[src/design/ebps_pkg.sv]
// shared constants for the external bus pin select block
package ebps_pkg;
    // ========================================
    // register byte offsets
    localparam logic [7:0] EBPS_OFF_MODE = 8'h00;
    localparam logic [7:0] EBPS_OFF_HADDR = 8'h04;
    localparam logic [7:0] EBPS_OFF_PDAT = 8'h08;
    localparam logic [7:0] EBPS_OFF_PDIR = 8'h0C;
    localparam logic [7:0] EBPS_OFF_PULL = 8'h10;
    localparam logic [7:0] EBPS_OFF_PIN = 8'h14;
    localparam logic [7:0] EBPS_OFF_STAT = 8'h18;
    // ========================================
    // mode register fields
    localparam int EBPS_MODE_EXTBUS = 0;
    localparam int EBPS_MODE_BUS16 = 1;
    localparam int EBPS_MODE_LO_OE = 2;
    localparam int EBPS_MODE_HI_OE = 3;
    localparam int EBPS_MODE_STBY = 4;
    localparam int EBPS_MODE_W = 5;
    // ========================================
    // pin vector layout: 0..3 port2 upper, 4 latch, 5 read, 6 low strobe, 7 high strobe
    localparam int EBPS_NPIN = 8;
    localparam int EBPS_PIN_ALE = 4;
    localparam int EBPS_PIN_RD = 5;
    localparam int EBPS_PIN_LO_STB = 6;
    localparam int EBPS_PIN_HI_STB = 7;
    localparam logic [3:0] EBPS_HADDR_RST = 4'h0;
    localparam logic [EBPS_MODE_W-1:0] EBPS_MODE_RST = 5'h00;
    localparam logic [31:0] EBPS_RD_ZERO = 32'h00000000;
endpackage : ebps_pkg

[src/design/ebps_apb_regs.sv]
// apb slave register file for the pin select block
module ebps_apb_regs
    import ebps_pkg::*;
(
    // clock and reset
    input wire logic pclk,
    input wire logic presetn,
    // apb
    input wire logic psel,
    input wire logic penable,
    input wire logic pwrite,
    input wire logic [7:0] paddr,
    input wire logic [31:0] pwdata,
    output logic [31:0] prdata,
    output logic pready,
    output logic pslverr,
    // register contents
    output logic [EBPS_MODE_W-1:0] mode_q,
    output logic [3:0] high_addr_output_ctrl_q,
    output logic [EBPS_NPIN-1:0] port_data_q,
    output logic [EBPS_NPIN-1:0] port_dir_q,
    output logic [EBPS_NPIN-1:0] pull_sel_q,
    // read-only state
    input wire logic [EBPS_NPIN-1:0] pin_sample,
    input wire logic [EBPS_NPIN-1:0] bus_owned
);
    logic acc;
    logic hit;
    assign acc = psel && penable;
    assign hit = paddr inside {EBPS_OFF_MODE, EBPS_OFF_HADDR, EBPS_OFF_PDAT, EBPS_OFF_PDIR,
                               EBPS_OFF_PULL, EBPS_OFF_PIN, EBPS_OFF_STAT};

    // ========================================
    // writes
    always_ff @(posedge pclk or negedge presetn) begin
        if (!presetn) begin
            mode_q <= EBPS_MODE_RST;
            high_addr_output_ctrl_q <= EBPS_HADDR_RST;
            port_data_q <= '0;
            port_dir_q <= '0;
            pull_sel_q <= '0;
        end else if (acc && pwrite) begin
            unique case (paddr)
                EBPS_OFF_MODE: mode_q <= pwdata[EBPS_MODE_W-1:0];
                EBPS_OFF_HADDR: high_addr_output_ctrl_q <= pwdata[3:0];
                EBPS_OFF_PDAT: port_data_q <= pwdata[EBPS_NPIN-1:0];
                EBPS_OFF_PDIR: port_dir_q <= pwdata[EBPS_NPIN-1:0];
                EBPS_OFF_PULL: pull_sel_q <= pwdata[EBPS_NPIN-1:0];
                default: ;
            endcase
        end
    end

    // ========================================
    // reads and answer, zero wait state; unmapped gives pslverr
    always_ff @(posedge pclk or negedge presetn) begin
        if (!presetn) begin
            prdata <= EBPS_RD_ZERO;
            pready <= 1'b0;
            pslverr <= 1'b0;
        end else begin
            pready <= psel && !penable;
            pslverr <= psel && !penable && !hit;
            prdata <= EBPS_RD_ZERO;
            if (psel && !penable && !pwrite) begin
                unique case (paddr)
                    EBPS_OFF_MODE: prdata <= {27'h0000000, mode_q};
                    EBPS_OFF_HADDR: prdata <= {28'h0000000, high_addr_output_ctrl_q};
                    EBPS_OFF_PDAT: prdata <= {24'h000000, port_data_q};
                    EBPS_OFF_PDIR: prdata <= {24'h000000, port_dir_q};
                    EBPS_OFF_PULL: prdata <= {24'h000000, pull_sel_q};
                    EBPS_OFF_PIN: prdata <= {24'h000000, pin_sample};
                    EBPS_OFF_STAT: prdata <= {24'h000000, bus_owned};
                    default: prdata <= EBPS_RD_ZERO;
                endcase
            end
        end
    end
endmodule : ebps_apb_regs

[src/design/ebps_pin_cell.sv]
// one shared pin: bus or port function, registered drive, input gating
module ebps_pin_cell (
    // clock and reset
    input wire logic pclk,
    input wire logic presetn,
    // selection
    input wire logic bus_sel,
    input wire logic bus_out,
    input wire logic port_out,
    input wire logic port_dir,
    input wire logic pull_sel,
    input wire logic standby,
    // pad
    input wire logic pad_in,
    output logic pad_out,
    output logic pad_oe_n,
    output logic pad_pull,
    output logic core_in
);
    // both mux legs settle in one flop, so a switchover never shows an intermediate value
    always_ff @(posedge pclk or negedge presetn) begin
        if (!presetn) begin
            pad_out <= 1'b1;
            pad_oe_n <= 1'b1;
            pad_pull <= 1'b0;
            core_in <= 1'b0;
        end else begin
            pad_out <= bus_sel ? bus_out : port_out;
            pad_oe_n <= bus_sel ? 1'b0 : !port_dir;
            pad_pull <= pull_sel && !bus_sel && !port_dir;
            core_in <= standby ? 1'b0 : pad_in;
        end
    end
endmodule : ebps_pin_cell

[src/design/ebps_top.sv]
// external bus pin select: chooses bus strobes/high address or port function per shared pin
// Contract
// - external bus, high address control bit 1: port2 upper pin is port
// - external bus, high address control bit 0: pin drives address lines 20 to 23
// - latch strobe on its pin only while external bus enabled
// - read strobe on its pin only while external bus enabled
// - low write strobe needs external bus and its pin enable
// - low strobe qualifies low byte in 16-bit, whole bus in 8-bit
// - high strobe needs external bus, 16-bit mode and its enable
// - low strobe pin is port in single-chip or when its output disabled
// - high strobe pin is port in single-chip or when its output disabled
// - latch and read pins are port pins in single-chip mode
// - software bit per pin selects pull-up on port input pins
// - inputs disconnected from core during standby
module ebps_top
    import ebps_pkg::*;
(
    // clock and reset
    input wire logic pclk,
    input wire logic presetn,
    // apb
    input wire logic psel,
    input wire logic penable,
    input wire logic pwrite,
    input wire logic [7:0] paddr,
    input wire logic [31:0] pwdata,
    output logic [31:0] prdata,
    output logic pready,
    output logic pslverr,
    // bus controller side
    input wire logic [3:0] high_address_outputs,
    input wire logic ale_in,
    input wire logic rd_n_in,
    input wire logic wr_lo_n_in,
    input wire logic wr_hi_n_in,
    input wire logic bus_write,
    input wire logic bus_word,
    // pads
    input wire logic [EBPS_NPIN-1:0] pad_in,
    output logic [EBPS_NPIN-1:0] pad_out,
    output logic [EBPS_NPIN-1:0] pad_oe_n,
    output logic [EBPS_NPIN-1:0] pad_pull,
    // core side
    output logic [EBPS_NPIN-1:0] port_in,
    output logic [1:0] byte_lane_we
);
    logic [EBPS_MODE_W-1:0] mode_q;
    logic [3:0] high_addr_output_ctrl_q;
    logic [EBPS_NPIN-1:0] port_data_q;
    logic [EBPS_NPIN-1:0] port_dir_q;
    logic [EBPS_NPIN-1:0] pull_sel_q;
    logic [EBPS_NPIN-1:0] bus_sel;
    logic [EBPS_NPIN-1:0] bus_val;
    logic ext_bus;
    logic bus16;
    logic standby;

    assign ext_bus = mode_q[EBPS_MODE_EXTBUS];
    assign bus16 = mode_q[EBPS_MODE_BUS16];
    assign standby = mode_q[EBPS_MODE_STBY];

    ebps_apb_regs u_regs (
        .pclk(pclk),
        .presetn(presetn),
        .psel(psel),
        .penable(penable),
        .pwrite(pwrite),
        .paddr(paddr),
        .pwdata(pwdata),
        .prdata(prdata),
        .pready(pready),
        .pslverr(pslverr),
        .mode_q(mode_q),
        .high_addr_output_ctrl_q(high_addr_output_ctrl_q),
        .port_data_q(port_data_q),
        .port_dir_q(port_dir_q),
        .pull_sel_q(pull_sel_q),
        .pin_sample(port_in),
        .bus_owned(bus_sel)
    );

    // ========================================
    // function selection per pin
    always_comb begin
        bus_sel[3:0] = {4{ext_bus}} & ~high_addr_output_ctrl_q;
        bus_sel[EBPS_PIN_ALE] = ext_bus;
        bus_sel[EBPS_PIN_RD] = ext_bus;
        bus_sel[EBPS_PIN_LO_STB] = ext_bus && mode_q[EBPS_MODE_LO_OE];
        bus_sel[EBPS_PIN_HI_STB] = ext_bus && bus16 && mode_q[EBPS_MODE_HI_OE];
        bus_val = {wr_hi_n_in, wr_lo_n_in, rd_n_in, ale_in, high_address_outputs};
    end

    genvar g;
    generate
        for (g = 0; g < EBPS_NPIN; g++) begin : g_pin
            ebps_pin_cell u_cell (
                .pclk(pclk),
                .presetn(presetn),
                .bus_sel(bus_sel[g]),
                .bus_out(bus_val[g]),
                .port_out(port_data_q[g]),
                .port_dir(port_dir_q[g]),
                .pull_sel(pull_sel_q[g]),
                .standby(standby),
                .pad_in(pad_in[g]),
                .pad_out(pad_out[g]),
                .pad_oe_n(pad_oe_n[g]),
                .pad_pull(pad_pull[g]),
                .core_in(port_in[g])
            );
        end
    endgenerate

    // ========================================
    // byte lanes written by a strobe: bit 0 low byte, bit 1 high byte
    // in 8-bit mode the low strobe covers the whole narrow bus, which is lane 0
    always_ff @(posedge pclk or negedge presetn) begin
        if (!presetn) begin
            byte_lane_we <= 2'h0;
        end else begin
            byte_lane_we[0] <= bus_sel[EBPS_PIN_LO_STB] && bus_write && !wr_lo_n_in;
            byte_lane_we[1] <= bus_sel[EBPS_PIN_HI_STB] && bus_word && bus_write && !wr_hi_n_in;
        end
    end

    // ========================================
    // checks: every pad is registered, so each one is judged one edge after what it follows
    // ========================================
    // high address pins
    hi_addr_drive_a: assert property (@(posedge pclk) disable iff (!presetn)
        (ext_bus && !high_addr_output_ctrl_q[0]) |=> (!pad_oe_n[0] && pad_out[0] == $past(high_address_outputs[0])))
        else $error("high address pin not driven by bus");
    hi_addr1_drive_a: assert property (@(posedge pclk) disable iff (!presetn)
        (ext_bus && !high_addr_output_ctrl_q[1]) |=> (!pad_oe_n[1] && pad_out[1] == $past(high_address_outputs[1])))
        else $error("high address line 21 not driven");
    hi_addr2_drive_a: assert property (@(posedge pclk) disable iff (!presetn)
        (ext_bus && !high_addr_output_ctrl_q[2]) |=> (!pad_oe_n[2] && pad_out[2] == $past(high_address_outputs[2])))
        else $error("high address line 22 not driven");
    hi_addr3_drive_a: assert property (@(posedge pclk) disable iff (!presetn)
        (ext_bus && !high_addr_output_ctrl_q[3]) |=> (!pad_oe_n[3] && pad_out[3] == $past(high_address_outputs[3])))
        else $error("high address line 23 not driven");
    hi_addr_port_a: assert property (@(posedge pclk) disable iff (!presetn)
        (high_addr_output_ctrl_q[1] || !ext_bus) |=> (pad_oe_n[1] == !$past(port_dir_q[1])))
        else $error("port2 upper pin not under port control");
    hi_port0_a: assert property (@(posedge pclk) disable iff (!presetn)
        (high_addr_output_ctrl_q[0] || !ext_bus) |=> (pad_oe_n[0] == !$past(port_dir_q[0])
            && pad_out[0] == $past(port_data_q[0])))
        else $error("port2 pin 0 not under port control");
    hi_port2_a: assert property (@(posedge pclk) disable iff (!presetn)
        (high_addr_output_ctrl_q[2] || !ext_bus) |=> (pad_oe_n[2] == !$past(port_dir_q[2])
            && pad_out[2] == $past(port_data_q[2])))
        else $error("port2 pin 2 not under port control");
    hi_port3_a: assert property (@(posedge pclk) disable iff (!presetn)
        (high_addr_output_ctrl_q[3] || !ext_bus) |=> (pad_oe_n[3] == !$past(port_dir_q[3])
            && pad_out[3] == $past(port_data_q[3])))
        else $error("port2 pin 3 not under port control");
    // ========================================
    // latch and read strobe pins
    latch_pin_a: assert property (@(posedge pclk) disable iff (!presetn)
        ext_bus |=> (!pad_oe_n[EBPS_PIN_ALE] && pad_out[EBPS_PIN_ALE] == $past(ale_in)))
        else $error("latch strobe not on pin");
    read_pin_a: assert property (@(posedge pclk) disable iff (!presetn)
        ext_bus |=> (pad_out[EBPS_PIN_RD] == $past(rd_n_in)))
        else $error("read strobe not on pin");
    read_pin_oe_a: assert property (@(posedge pclk) disable iff (!presetn)
        ext_bus |=> !pad_oe_n[EBPS_PIN_RD])
        else $error("read strobe pin not driven");
    single_chip_port_a: assert property (@(posedge pclk) disable iff (!presetn)
        !ext_bus |=> (pad_out[EBPS_PIN_RD] == $past(port_data_q[EBPS_PIN_RD])
            && pad_out[EBPS_PIN_ALE] == $past(port_data_q[EBPS_PIN_ALE])))
        else $error("strobe pin not port in single chip");
    single_chip_dir_a: assert property (@(posedge pclk) disable iff (!presetn)
        !ext_bus |=> (pad_oe_n[EBPS_PIN_RD] == !$past(port_dir_q[EBPS_PIN_RD])
            && pad_oe_n[EBPS_PIN_ALE] == !$past(port_dir_q[EBPS_PIN_ALE])))
        else $error("strobe pin direction not port in single chip");
    // ========================================
    // write strobe pins
    low_strobe_a: assert property (@(posedge pclk) disable iff (!presetn)
        (ext_bus && mode_q[EBPS_MODE_LO_OE]) |=> (pad_out[EBPS_PIN_LO_STB] == $past(wr_lo_n_in)))
        else $error("low write strobe not on pin");
    low_strobe_oe_a: assert property (@(posedge pclk) disable iff (!presetn)
        (ext_bus && mode_q[EBPS_MODE_LO_OE]) |=> !pad_oe_n[EBPS_PIN_LO_STB])
        else $error("low write strobe pin not driven");
    low_port_a: assert property (@(posedge pclk) disable iff (!presetn)
        !(ext_bus && mode_q[EBPS_MODE_LO_OE]) |=> (pad_out[EBPS_PIN_LO_STB] == $past(port_data_q[EBPS_PIN_LO_STB])))
        else $error("low strobe pin not port");
    low_port_dir_a: assert property (@(posedge pclk) disable iff (!presetn)
        !(ext_bus && mode_q[EBPS_MODE_LO_OE]) |=> (pad_oe_n[EBPS_PIN_LO_STB] == !$past(port_dir_q[EBPS_PIN_LO_STB])))
        else $error("low strobe pin direction not port");
    high_strobe_a: assert property (@(posedge pclk) disable iff (!presetn)
        (ext_bus && !bus16) |=> (pad_out[EBPS_PIN_HI_STB] == $past(port_data_q[EBPS_PIN_HI_STB])))
        else $error("high strobe out in 8-bit mode");
    high_drive_a: assert property (@(posedge pclk) disable iff (!presetn)
        (ext_bus && bus16 && mode_q[EBPS_MODE_HI_OE]) |=> (!pad_oe_n[EBPS_PIN_HI_STB]
            && pad_out[EBPS_PIN_HI_STB] == $past(wr_hi_n_in)))
        else $error("high write strobe not on pin");
    high_port_a: assert property (@(posedge pclk) disable iff (!presetn)
        !(ext_bus && bus16 && mode_q[EBPS_MODE_HI_OE]) |=> (pad_out[EBPS_PIN_HI_STB] == $past(port_data_q[EBPS_PIN_HI_STB])
            && pad_oe_n[EBPS_PIN_HI_STB] == !$past(port_dir_q[EBPS_PIN_HI_STB])))
        else $error("high strobe pin not port");
    // ========================================
    // byte lanes
    lane_write_a: assert property (@(posedge pclk) disable iff (!presetn)
        byte_lane_we[1] |-> $past(bus16 && !wr_hi_n_in))
        else $error("high lane written without 16-bit strobe");
    lane_low_src_a: assert property (@(posedge pclk) disable iff (!presetn)
        byte_lane_we[0] |-> $past(ext_bus && mode_q[EBPS_MODE_LO_OE] && !wr_lo_n_in))
        else $error("low lane written without low strobe");
    lane_low_set_a: assert property (@(posedge pclk) disable iff (!presetn)
        (ext_bus && mode_q[EBPS_MODE_LO_OE] && bus_write && !wr_lo_n_in) |=> byte_lane_we[0])
        else $error("low lane write missed");
    lane_high_set_a: assert property (@(posedge pclk) disable iff (!presetn)
        (ext_bus && bus16 && mode_q[EBPS_MODE_HI_OE] && bus_word && bus_write && !wr_hi_n_in) |=> byte_lane_we[1])
        else $error("high lane write missed");
    lane_narrow_a: assert property (@(posedge pclk) disable iff (!presetn)
        !bus16 |=> !byte_lane_we[1])
        else $error("high lane written on 8-bit bus");
    // ========================================
    // pull-up, input gating and switchover
    standby_gate_a: assert property (@(posedge pclk) disable iff (!presetn)
        standby |=> (port_in == '0))
        else $error("input seen in standby");
    standby_pass_a: assert property (@(posedge pclk) disable iff (!presetn)
        !standby |=> (port_in == $past(pad_in)))
        else $error("input lost outside standby");
    pull_sel_a: assert property (@(posedge pclk) disable iff (!presetn)
        (pull_sel_q[EBPS_PIN_RD] && !bus_sel[EBPS_PIN_RD] && !port_dir_q[EBPS_PIN_RD]) |=> pad_pull[EBPS_PIN_RD])
        else $error("pull-up not applied");
    pull_port2_a: assert property (@(posedge pclk) disable iff (!presetn)
        (pull_sel_q[1] && !bus_sel[1] && !port_dir_q[1]) |=> pad_pull[1])
        else $error("port2 pull-up not applied");
    pull_off_out_a: assert property (@(posedge pclk) disable iff (!presetn)
        (port_dir_q[EBPS_PIN_ALE] || bus_sel[EBPS_PIN_ALE]) |=> !pad_pull[EBPS_PIN_ALE])
        else $error("pull-up on a driven pin");
    pull_none_a: assert property (@(posedge pclk) disable iff (!presetn)
        !pull_sel_q[EBPS_PIN_LO_STB] |=> !pad_pull[EBPS_PIN_LO_STB])
        else $error("pull-up without its select bit");
    switch_clean_a: assert property (@(posedge pclk) disable iff (!presetn)
        $fell(bus_sel[EBPS_PIN_ALE]) |=> (pad_oe_n[EBPS_PIN_ALE] == !$past(port_dir_q[EBPS_PIN_ALE])))
        else $error("switchover not to port logic");
    switch_low_a: assert property (@(posedge pclk) disable iff (!presetn)
        $fell(bus_sel[EBPS_PIN_LO_STB]) |=> (pad_out[EBPS_PIN_LO_STB] == $past(port_data_q[EBPS_PIN_LO_STB])))
        else $error("low strobe switchover not to port data");
    switch_to_bus_a: assert property (@(posedge pclk) disable iff (!presetn)
        $rose(bus_sel[EBPS_PIN_RD]) |=> (!pad_oe_n[EBPS_PIN_RD] && pad_out[EBPS_PIN_RD] == $past(rd_n_in)))
        else $error("switchover not to read strobe");
    // ========================================
    // register bus answer
    ready_pulse_a: assert property (@(posedge pclk) disable iff (!presetn)
        pready |=> !pready)
        else $error("ready held past access phase");
    slverr_ready_a: assert property (@(posedge pclk) disable iff (!presetn)
        pslverr |-> pready)
        else $error("error response without ready");
    read_idle_zero_a: assert property (@(posedge pclk) disable iff (!presetn)
        !pready |-> (prdata == EBPS_RD_ZERO))
        else $error("read data outside answer");
endmodule : ebps_top

[config.mk]
export PLATFORM = sky130hd
export DESIGN_NAME = ebps_top
export DESIGN_NICKNAME = d
export VERILOG_FILES = /design/src/design/ebps_pkg.sv /design/src/design/ebps_apb_regs.sv /design/src/design/ebps_pin_cell.sv /design/src/design/ebps_top.sv
export SDC_FILE = /design/constraint.sdc
export NUM_CORES = 1
export LEC_CHECK = 0
export ABC_AREA = 1
export CORE_MARGIN = 1.5
export CORE_UTILIZATION = 40
export DETAILED_ROUTE_END_ITERATION = 16
export DONT_BUFFER_PORTS = 1
export GPL_TIMING_DRIVEN = 0
export PLACE_DENSITY = 0.57
export SLEW_MARGIN = 40
export SYNTH_ARGS = -nofsm -noshare
export SYNTH_HDL_FRONTEND = slang
export SYNTH_HIERARCHICAL = 1
export SYNTH_SLANG_ARGS = --single-unit
[constraint.sdc]
create_clock -name pclk -period 1.7 [get_ports pclk]
set_input_delay 0 -clock pclk [delete_from_list [all_inputs] [get_ports pclk]]
set_output_delay 0 -clock pclk [all_outputs]
set_load 0.05 [all_outputs]
# Yosys cells after proc, flatten, opt, wreduce, memory -nomap -nowiden
# Cells that the tools add are included.
# totals
latchBits	0
mem_count	0
word_cells	131
out_inout_bits	68
in_bits	63
ram_bits	0
mem_bits_ro	0
regBits	101
# classes
mux	26
mul	0
addsub	0
eq_ne	6
bitwise_logic	2
n_lt_le_gt_ge	0
reduce_logical	56
shift	0
div_mod_pow	0
# op_table
op	count
$pmux W8 S7	1
$mux W32	1
$logic_and A1 B1 Y1	29
$eq A8 B5 Y1 const B	3
$mux W1	24
$logic_not A1 Y1	20
$eq A8 B4 Y1 const B	2
$reduce_and A2 Y1	5
$eq A8 B3 Y1 const B	1
$logic_not A8 Y1	1
$reduce_bool A7 Y1	1
$and A4 B4 Y4	1
$not A4 Y4	1

# Longest topological paths before layout
# Gate-level depths: netlist of run 1.
# depth
word_depth	5
ltp_mapped	9
depth_no_buf	9

# By module
# The synthesis of run 1 kept the hierarchy.
# by_module_without_submodules
module	cells_per_inst	area_each_um2	seq_area_each_um2	instances
ebps_apb_regs	299	2344.7	1076.0	1
ebps_pin_cell	13	138.9	102.6	8
ebps_top	17	116.4	50.0	1

# Least setup slack after synthesis of run 1
# Ideal clock, no wire load.
# synth_timing
path_kind	reg2reg
from	register u_regs.mode_q[0]
to	register u_regs.prdata[0]
synth_period_minus_slack_ns	1.237
setup_slack_ns	0.463
setup_ns	0.078
required_time_ns	1.622
n_path_buf	0
arrival_ns	1.160
stages_incl_launch_ff	7
cell_sequence	dfrtp_1 inv_1 nor2_1 nand3_1 nand2_1 nor2_1 a21oi_1
# synth_between
elab_chain_cells	3
# synth_rtl
item	line	rtl
start, declared	ebps_apb_regs.sv:18	output logic [EBPS_MODE_W-1:0] mode_q,
start signal, assigned	ebps_apb_regs.sv:44	EBPS_OFF_MODE: mode_q <= pwdata[EBPS_MODE_W-1:0];
$and A4 B4 Y4	ebps_top.sv:85	bus_sel[3:0] = {4{ext_bus}} & ~high_addr_output_ctrl_q;
named net bus_sel[0]	ebps_top.sv:52	logic [EBPS_NPIN-1:0] bus_sel;
$pmux W8 S7	ebps_apb_regs.sv:66	unique case (paddr)
$mux W32	ebps_apb_regs.sv:65	if (psel && !penable && !pwrite) begin
end signal, assigned	ebps_apb_regs.sv:67	EBPS_OFF_MODE: prdata <= {27'h0000000, mode_q};
end signal, assigned	ebps_apb_regs.sv:68	EBPS_OFF_HADDR: prdata <= {28'h0000000, high_addr_output_ctrl_q};
end signal, assigned	ebps_apb_regs.sv:69	EBPS_OFF_PDAT: prdata <= {24'h000000, port_data_q};
end, declared	ebps_apb_regs.sv:14	output logic [31:0] prdata,
# The timed path passes the listed nets, and every way through them passes these cells.
# A chain may end at the register's enable or synchronous reset.

# Final worst setup path of run 1
# layout_timing
from	register u_regs.mode_q[0]
to	register u_regs.prdata[2]
# The elaborated chain is that of the path after synthesis.

==> results of run 1 <==
==> through the flow <==
step	setup TNS (ps)	instances	total power, mW	util (%)	worst slack (ps)
detailed placement	-38.0	551	2.28	43.7	-21.3
global placement	-21.5	551	2.28	43.7	-21.5
global route	0	602	4.01	50.4	0.772
finish	0	602	3.86	50.4	159
floorplan	0	443	2.24	-	463
CTS	0	602	3.90	50.4	171
==> where the power goes <==
part           switching (mW)  leakage, nW  total [mW]  internal (mW)
logic                   0.213         1.13       0.325          0.112
registers               0.108        0.954        1.98           1.87
clock network           0.652        0.116        1.55          0.903
==> state kept, by name, indices dropped and copies added, names as in the netlist <==
name,count
byte_lane_we,2
g_pin.u_cell/core_in,8
g_pin.u_cell/pad_oe_n,8
g_pin.u_cell/pad_out,8
g_pin.u_cell/pad_pull,8
u_regs/high_addr_output_ctrl_q,4
u_regs/mode_q,5
u_regs/port_data_q,8
u_regs/port_dir_q,8
u_regs/prdata,8
u_regs/pready,1
u_regs/pslverr,1
u_regs/pull_sel_q,8
==> worst register-to-register path, stage by stage (launching register included) <==
cell     delay, ps
dfrtp_2        560
inv_1          170
nor2_1         310
nand3_1        120
nand2_1         80
nor2_1          40
a21oi_1        170
==> routing by layer <==
metal | vias to the layer above | GRT usage (%)
li1 | 1386 | -
met1 | 1333 | 27.3
met2 | 126 | 30.6
met3 | 11 | 4.82
met4 | 0 | 7.91
met5 | - | 0
==> what timing repair did <==
action / CTS / global route
resized for setup: 1 / 0
setup endpoints to repair: 3 / 0
endpoints found under the hold margin: 130 / 77
==> kinds of logic after synthesis <==
kind of cell	after synthesis	synth area share (%)
AOI/OAI and AO/OA	40	5.88
buffers and inverters	88	12.6
DFF	77	54.5
other	1	0.105
and+or+nand+nor	214	26.9
==> layout by cell type (no fill, tap or decap), types with 14 or more instances in the layout <==
master	count
nor2_2	14
nand2_1	102
inv_1	45
nor2_1	44
dfrtp_1	60
dlygate4sd3_1	35
dfstp_2	16
o21ai_0	31
buf_4	25
nand3_1	40
conb_1	24
==> cell type report <==
cell class	instances	area share, %
Clock buffer	12	3.55
Inverter	57	4.90
Sequential cell	77	44.6
Clock inverter	4	1.60
Multi-Input combinational cell	278	28.9
Timing Repair Buffer	35	8.02
Buffer	31	5.41
Tap cell	108	3.09
==> worst paths after layout <==
path / endpoint / from / cells after the start / slack, ps
setup / recovery: u_regs/prdata[2] / u_regs/mode_q[0] / 6 / 160
hold / removal: g_pin[0].u_cell/pad_pull / presetn / 0 / -660
setup reg to reg: u_regs/prdata[2] / u_regs/mode_q[0] / 6 / 160
hold reg to reg: g_pin[7].u_cell/pad_oe_n / u_regs/port_dir_q[7] / 1 / 470
max in group asynchronous: g_pin[4].u_cell/pad_oe_n / presetn / 0 / 2120
min in group pclk: u_regs/prdata[1] / paddr[0] / 5 / 40
==> impl_metrics.tcl, run 1 <==
set metrics [dict create \
    status "complete, but fails checks" \
    violations "hold timing" \
    pwr_density_cell_nw_per_um2 884 \
    grt_pass1_wl_mm 14.6 \
    grt_max_degree 78 \
    place_area_um2 3790 \
    syn_area_per_cell_um2 8.51 \
    rows 34 \
    fmax_mhz 649 \
    netlist_instances 420 \
    period_needed_ps 1540 \
    fp.dieW_um 97.5 \
    drt_first_iter_violations 247 \
    synth_ff_type "dfrtp_1" \
    vias 2856 \
    path_delay_family "flip-flops" \
    ios 131 \
    path_cells "inv_1 -> nor2_1 -> nand3_1 -> nand2_1 -> nor2_1 -> a21oi_1" \
    clk_latency_ps 350 \
    drv_cap 0 \
    grt_pass1_vias 2821 \
    crit_buf_inv 1 \
    drcViolationCount 0 \
    synth_edf_count 0 \
    numPortBuffers 0 \
    fill_cells 826 \
    ctsHoldBuffers 35 \
    async_flop_share_pct 100 \
    drtPass1Iterations 6 \
    grt_usage_pct 20.0 \
    crit_path_top_delay_cell "dfrtp_2" \
    viasPerCell 4.74 \
    die_height_um 97.5 \
    antenna_found_initial 0 \
    synth_top_area_cell "dfrtp_1" \
    leakage_nw 2.20 \
    hold_viol 77 \
    stdcell_area_um2 4370 \
    ys_top_cells_by_area "dfrtp_1 43%, dfstp_2 12%, nand2_1 11%" \
    avgRoutedWirePerCell_um 15.0 \
    critPathMaxStageDelay_ps 560 \
    path_clk_slew_ps 80 \
    yosys.area.top_type_share_pct 42.7 \
    cts_max_path_buffers 2 \
    period_share_pct 90.6 \
    synth_warnings 6 \
    slew_viol_final 0 \
    yosys-top-cells-count "102 x nand2_1, 61 x dfrtp_1, 45 x inv_1" \
    relSlewSlack_pct 59.6 \
    path_max_fanout 13 \
    required_ps 1950 \
    routed.top_layer "met4" \
    worstSetupPathType "reg2reg" \
    worst_hold_path_type "in2async" \
    rsz0062_at_grt "no" \
    arrival_ps 1800 \
    area_growth_pct 22.3 \
    clock_sinks 77 \
    wl_met2_mm 4.14 \
    peakVddDrop_mv 0.311 \
    wl_met3_um 737 \
    multiInputGateArea_um2 1260 \
    wl_mm 9.06 \
    ys_seq_area_share_pct 54.5 \
    synth_seq_cells 77 \
    nNetsFinal 552 \
    cpMostUsedCell "nor2_1" \
    endpoint_kind "flop" \
    place.gp.congestion 0.903 \
    cts_buffers 9 \
    antenna_cells 0 \
    drive_gt1_share_pct 21.1 \
    grt_overflow_total 0 \
    ant_nets 0 \
    post_cts.repair.setup_buffers 0 \
    die_area_um2 9510 \
    dp_hpwl_mm 6.02 \
    start_kind "flop" \
    syn_area_um2 3570 \
    coreArea_um2 8680 \
    finalSetupViolCount 0 \
    synth_most_common_cell "nand2_1" \
    cts_tree "done" \
    synth.distinct_cells 24 \
    worst_slew_pin_slew_ps 601 \
    h-tree-depth 3 \
    fin_worst_skew_ps 5.89 \
    whs_ps -658 \
    start_util_pct 41.2 \
    seqCellArea_um2 1950 \
    wl_met1_mm 4.03 \
    cts.root.buffer_cell "clkbuf_8" \
]
Note: power is estimated with default switching activity, not from simulation.
==> run 2, diff against run 1 <==
--- a/config.mk
+++ b/config.mk
@@ -8,10 +8,13 @@
 export ABC_AREA = 1
 export CORE_MARGIN = 1.5
 export CORE_UTILIZATION = 40
+export CTS_CLUSTER_SIZE = 10
 export DETAILED_ROUTE_END_ITERATION = 16
 export DONT_BUFFER_PORTS = 1
 export GPL_TIMING_DRIVEN = 0
+export HOLD_SLACK_MARGIN = 0.02
 export PLACE_DENSITY = 0.57
+export REMOVE_ABC_BUFFERS = 1
 export SLEW_MARGIN = 40
 export SYNTH_ARGS = -nofsm -noshare
 export SYNTH_HDL_FRONTEND = slang
==> run 2 against run 1 <==
The run still ends with hold timing left. Via count down 4.2%. Sequential cell count did not move. Power fell by 11%. Setup slack better by 15 ps. Critical path type unchanged. Highest routed layer unchanged. Clock skew barely moved. Register-to-register slack hardly changed. Critical endpoint unchanged. Routed wire length decreased by 9.4%. Cell area is 6.0% lower.
==> impl_metrics.tcl, run 2 (synthesized netlist as in run 1, its figures left out) <==
set metrics [dict create \
    timing.setup.tns_ps 0 \
    grt_max_degree 78 \
    die_area_um2 9510 \
    arrival_ps 1790 \
    pwr_density_cell_nw_per_um2 839 \
    ios 131 \
    grt_overflow_total 0 \
    path_cells "inv_1 -> nor2_1 -> nand3_1 -> nand2_1 -> nor2_1 -> a21oi_1" \
    h-tree-depth 3 \
    coreArea_um2 8680 \
    cpMostUsedCell "nor2_1" \
    crit_path_top_delay_cell "dfrtp_2" \
    final_core_util_pct 47.3 \
    cts_buffers 9 \
    clk_latency_ps 350 \
    worstSetupPathType "reg2reg" \
    required_ps 1960 \
    mostFrequentLayoutCells "102 x nand2_1, 60 x dfrtp_1, 45 x inv_1, 43 x nor2_1, 40 x nand3_1" \
    path_clk_slew_ps 80 \
    period_share_pct 89.8 \
    wl_mm 8.20 \
    drtPass1Iterations 4 \
    total_power_mw 3.45 \
    grt_pass1_wl_mm 13.5 \
    antenna_found_initial 0 \
    start_util_pct 41.2 \
    path_max_fanout 13 \
    leakage_nw 2.01 \
    cts_tree "done" \
    vias 2735 \
    ctsHoldBuffers 36 \
    area_growth_pct 15.0 \
    numPortBuffers 0 \
    status "complete, but fails checks" \
    final_common_cell "nand2_1" \
    grt_usage_pct 18.3 \
    endpoint_kind "flop" \
    start_kind "flop" \
    stdcell_area_um2 4110 \
    clock_sinks 77 \
    die_height_um 97.5 \
    worst_hold_path_type "in2async" \
    place_area_um2 3570 \
    peakVddDrop_mv 0.279 \
    viasPerCell 4.76 \
    reg2reg_depth 6 \
    fp.dieW_um 97.5 \
    setup_slack_ps 174 \
    period_needed_ps 1530 \
    critPathMaxStageDelay_ps 540 \
    relSlewSlack_pct 60.3 \
    fmax_mhz 655 \
    worst_slew_pin_slew_ps 595 \
    drt_first_iter_violations 163 \
    rsz0062_at_grt "no" \
    rows 34 \
    place.gp.congestion 0.838 \
    drcViolationCount 0 \
    whs_ps -658 \
    violations "hold timing" \
    fin_worst_skew_ps 6.09 \
    hold_viol 77 \
    ant_nets 0 \
    cts_max_path_buffers 2 \
    antenna_cells 0 \
    nNetsFinal 524 \
    avgRoutedWirePerCell_um 14.3 \
    dp_hpwl_mm 5.47 \
    grt_pass1_vias 2657 \
    slew_viol_final 0 \
    finalSetupViolCount 0 \
    drive_gt1_share_pct 16.5 \
    cts.root.buffer_cell "clkbuf_8" \
    drv_cap 0 \
    place_ws_ps -8.86 \
]
## run 2: cell types whose count changed in the layout (fill, tap and decap cells not counted)
cell,previous run,this run
buf_2,3,0
buf_4,25,2
buf_6,3,0
bufinv_16,2,0
clkbuf_1,1,0
clkbuf_8,11,9
clkinv_2,2,4
clkinvlp_4,0,3
dlygate4sd3_1,35,36
nor2_1,44,43
nor2_4,1,2
## run 2: metrics by stage
stage	hold WS, ps	std cells
finish	-658	574
global route	-680	574
CTS	-684	573
detailed placement	-293	521
global placement	-293	520
floorplan	-296	412
## run 2: timing repair
| action | CTS | global route |
|---|---|---|
| pin swaps | 0 | 1 |
| gates resized for setup | 1 | 1 |
| hold endpoints to repair | 132 | 77 |
| gates cloned | 0 | 0 |
| endpoints found under the setup margin | 3 | 5 |
| setup buffers | 0 | 1 |
## run 2: layout make-up
type / instances / area (um2)
fillers: 864 / 4570
clock buffers: 9 / 124
repair buffers: 38 / 375
clock inverters: 7 / 42.5
multi-input cells: 278 / 1270
well taps: 108 / 135
flip-flops and latches: 77 / 1950
inverters: 57 / 214
## run 2: path summary, 6_finish.rpt
path | from | endpoint | slack, ps
worst max-delay path | u_regs/mode_q[0] | u_regs/prdata[2] | 170
max in group asynchronous | presetn | g_pin[6].u_cell/pad_out | 2150
worst min register to register | u_regs/port_dir_q[2] | g_pin[2].u_cell/pad_oe_n | 470
worst max register to register | u_regs/mode_q[0] | u_regs/prdata[2] | 170
min in group pclk | pwrite | u_regs/prdata[4] | 50
worst min-delay path | presetn | g_pin[0].u_cell/pad_pull | -660
## run 2: power by group
| part | internal, mW | leakage [nW] | switching (mW) |
|---|---|---|---|
| Combinational | 0.0772 | 0.976 | 0.207 |
| Sequential | 1.87 | 0.954 | 0.107 |
| Clock | 0.518 | 0.0808 | 0.665 |
| Total | 2.47 | 2.01 | 0.979 |
## run 2: per-layer routing
metal  GRT usage, %  up-vias  part of all wire [%]
li1               -     1329                     -
met1           22.7     1287                    41
met2           29.9      105                    49
met3           4.39       14                   7.4
met4           8.79        0                   2.0
met5              0        -                     0
## run 2: worst max-delay path: cells and delay by family (launching register included)
kind	cells	cell delay, ps
buffers and inverters	1	170
AND/OR/NAND/NOR	4	580
AO/OA/AOI/OAI	1	150
flip-flops	1	540
==> run 3, diff against run 2 <==
--- a/config.mk
+++ b/config.mk
@@ -6,16 +6,14 @@
 export NUM_CORES = 1
 export LEC_CHECK = 0
 export ABC_AREA = 1
-export CORE_MARGIN = 1.5
 export CORE_UTILIZATION = 40
 export CTS_CLUSTER_SIZE = 10
 export DETAILED_ROUTE_END_ITERATION = 16
 export DONT_BUFFER_PORTS = 1
 export GPL_TIMING_DRIVEN = 0
 export HOLD_SLACK_MARGIN = 0.02
-export PLACE_DENSITY = 0.57
+export PLACE_DENSITY = 0.59
 export REMOVE_ABC_BUFFERS = 1
-export SLEW_MARGIN = 40
 export SYNTH_ARGS = -nofsm -noshare
 export SYNTH_HDL_FRONTEND = slang
 export SYNTH_HIERARCHICAL = 1
==> constraint.sdc (replaced) <==
create_clock -name pclk -period 1.3 [get_ports pclk]
set_input_delay 0 -clock pclk [delete_from_list [all_inputs] [get_ports pclk]]
set_output_delay 0 -clock pclk [all_outputs]
set_load 0.05 [all_outputs]
==> run 3 against run 2 <==
The flow still finishes with violations (hold timing). Cell area down 0.40%. Non-clock buffer count down 5. Sequential power up 31%. Sequential cell count unchanged. First-iteration DRC count down 26%. Die area down 2.0%. Setup slack worse by 95 ps. Register-to-register slack worse by 90 ps. Clock power up 44%. Combinational power up 31%. Clock skew about the same.
==> impl_metrics.tcl, run 3 (synthesized netlist as in run 1, its figures left out) <==
set metrics [dict create \
    clock_sinks 77 \
    use_met3_pct 4.46 \
    coreArea_um2 8680 \
    switchingPower_mw 1.22 \
    antenna_found_initial 0 \
    drt_first_iter_violations 121 \
    period_needed_ps 1220 \
    seqPwrFrac_pct 55.5 \
    finalSetupViolCount 0 \
    place.gp.congestion 0.795 \
    start_kind "flop" \
    drv_cap 0 \
    whs_ps -652 \
    start_util_pct 41.2 \
    p_comb_share_pct 8.0 \
    grt.met2_usage_pct 33.5 \
    ios 131 \
    grt_usage_pct 19.8 \
    finalNonFillerCells 568 \
    worstSetupPathType "reg2reg" \
    viasPerCell 4.80 \
    grt_overflow_total 0 \
    cts_max_path_buffers 2 \
    p_sw_share_pct 26.2 \
    placedCellCount 520 \
    ant_nets 0 \
    status "complete, but fails checks" \
    rrSetupSlack_ps 80 \
    fmax_mhz 819 \
    die_height_um 96.5 \
    leakage_nw 2.02 \
    multiInputGateArea_um2 1280 \
    grt_pass1_wl_mm 13.4 \
    clk_latency_ps 340 \
    required_ps 1560 \
    cts.root.buffer_cell "clkbuf_8" \
    internal_power_mw 3.44 \
    rows 34 \
    regToRegStartpoint "u_regs/mode_q[0]" \
    final_core_util_pct 47.1 \
    fp.dieW_um 96.5 \
    endpoint_kind "flop" \
    grt_pass1_vias 2685 \
    rsz0062_at_grt "yes" \
    path_clk_slew_ps 80 \
    period_share_pct 93.9 \
    place_area_um2 3560 \
    stdcell_area_um2 4090 \
    grt_max_degree 78 \
    mostFrequentLayoutCells "102 x nand2_1, 60 x dfrtp_1, 45 x inv_1, 40 x nor2_1, 40 x nand3_1" \
    drcViolationCount 0 \
    violations "hold timing" \
    cts_tree "done" \
    fin_worst_skew_ps 6.00 \
    clkPwrFrac_pct 36.5 \
    pwr_density_cell_nw_per_um2 1140 \
    setup_slack_ps 78.8 \
    hold_viol 77 \
    vias 2727 \
    h-tree-depth 3 \
    worst_hold_path_type "in2async" \
    arrival_ps 1480 \
    wl_mm 8.23 \
    path_max_fanout 4 \
    area_growth_pct 14.5 \
    peakVddDrop_mv 0.452 \
    antenna_cells 0 \
    place_ws_ps -426 \
    cts_buffers 9 \
    reg2reg_depth 6 \
    grt-busiest-layer "met2" \
    seqCellArea_um2 1950 \
    fill_cells 833 \
    numPortBuffers 0 \
    relSlewSlack_pct 30.9 \
    drive_gt1_share_pct 17.0 \
    timing.rr.end "u_regs/prdata[2]" \
    met1_usage_pct 23.6 \
    final_common_cell "nand2_1" \
    drtPass1Iterations 4 \
    dp_hpwl_mm 5.48 \
    ctsHoldBuffers 31 \
    slew_viol_final 0 \
    avgRoutedWirePerCell_um 14.5 \
    nNetsFinal 519 \
    worst_slew_pin_slew_ps 1030 \
    die_area_um2 9310 \
]
-- run 3: changes by cell type in the layout (fill, tap and decap cells not counted) --
cell           before  now
clkbuf_1            0    1
clkbuf_8            9   13
clkinv_2            4    1
clkinvlp_4          3    0
dlygate4sd3_1      36   31
nor2_1             43   40
nor2_2             14   16
nor2_4              2    3
-- run 3: repair_timing --
action	4_1_cts	5_1_grt
pin swaps	0	0
hold endpoints to repair	130	77
endpoints found under the setup margin	20	3
buffers inserted	2	0
resized for setup	5	2
-- run 3: worst max-delay path, cell delays in order (launching register included) --
cell	delay (ps)
dfrtp_2	380
inv_1	130
nor2_2	220
nand3_1	100
nand2_1	100
nor2_1	50
a21oi_1	160
-- run 3: layout make-up --
| type | instances | share of cell area (%) |
|---|---|---|
| Sequential cell | 77 | 47.6 |
| Multi-Input combinational cell | 278 | 31.3 |
| Timing Repair Buffer | 33 | 7.95 |
| Inverter | 57 | 5.23 |
| Clock buffer | 14 | 4.46 |
| Tap cell | 108 | 3.30 |
| Clock inverter | 1 | 0.122 |
-- run 3: worst max path at each step --
stage	start	slack (ps)	to	cells after the start
after floorplan	u_regs/mode_q[0]	40	u_regs/prdata[0]	6
after global placement	u_regs/mode_q[0]	-410	u_regs/prdata[3]	6
after detailed placement	u_regs/mode_q[0]	-430	u_regs/prdata[3]	6
after CTS	g_pin[3].u_cell/core_in	70	u_regs/prdata[3]	4
after global routing	u_regs/mode_q[0]	-6	u_regs/prdata[0]	6
final	u_regs/mode_q[0]	80	u_regs/prdata[2]	6
-- run 3: power groups by stage --
stage | sequential, mW | combinational, mW | clock, mW
after floorplan | 2.62 | 0.251 | 0
after global placement | 2.64 | 0.277 | 0
after detailed placement | 2.64 | 0.281 | 0
after CTS | 2.59 | 0.367 | 1.76
after global routing | 2.60 | 0.403 | 1.86
final | 2.59 | 0.372 | 1.70
-- run 3: through the flow --
stage	power (mW)	setup TNS, ps
after floorplan	2.87	0
after detailed placement	2.92	-5220
after global routing	4.86	-16.0
after CTS	4.71	0
final	4.67	0
after global placement	2.91	-4270
-- run 3: layer usage --
metal,vias to the layer above,part of all wire [%]
li1,1316,-
met5,-,0
met3,16,5.8
met2,90,50
met4,0,2.5
met1,1305,41
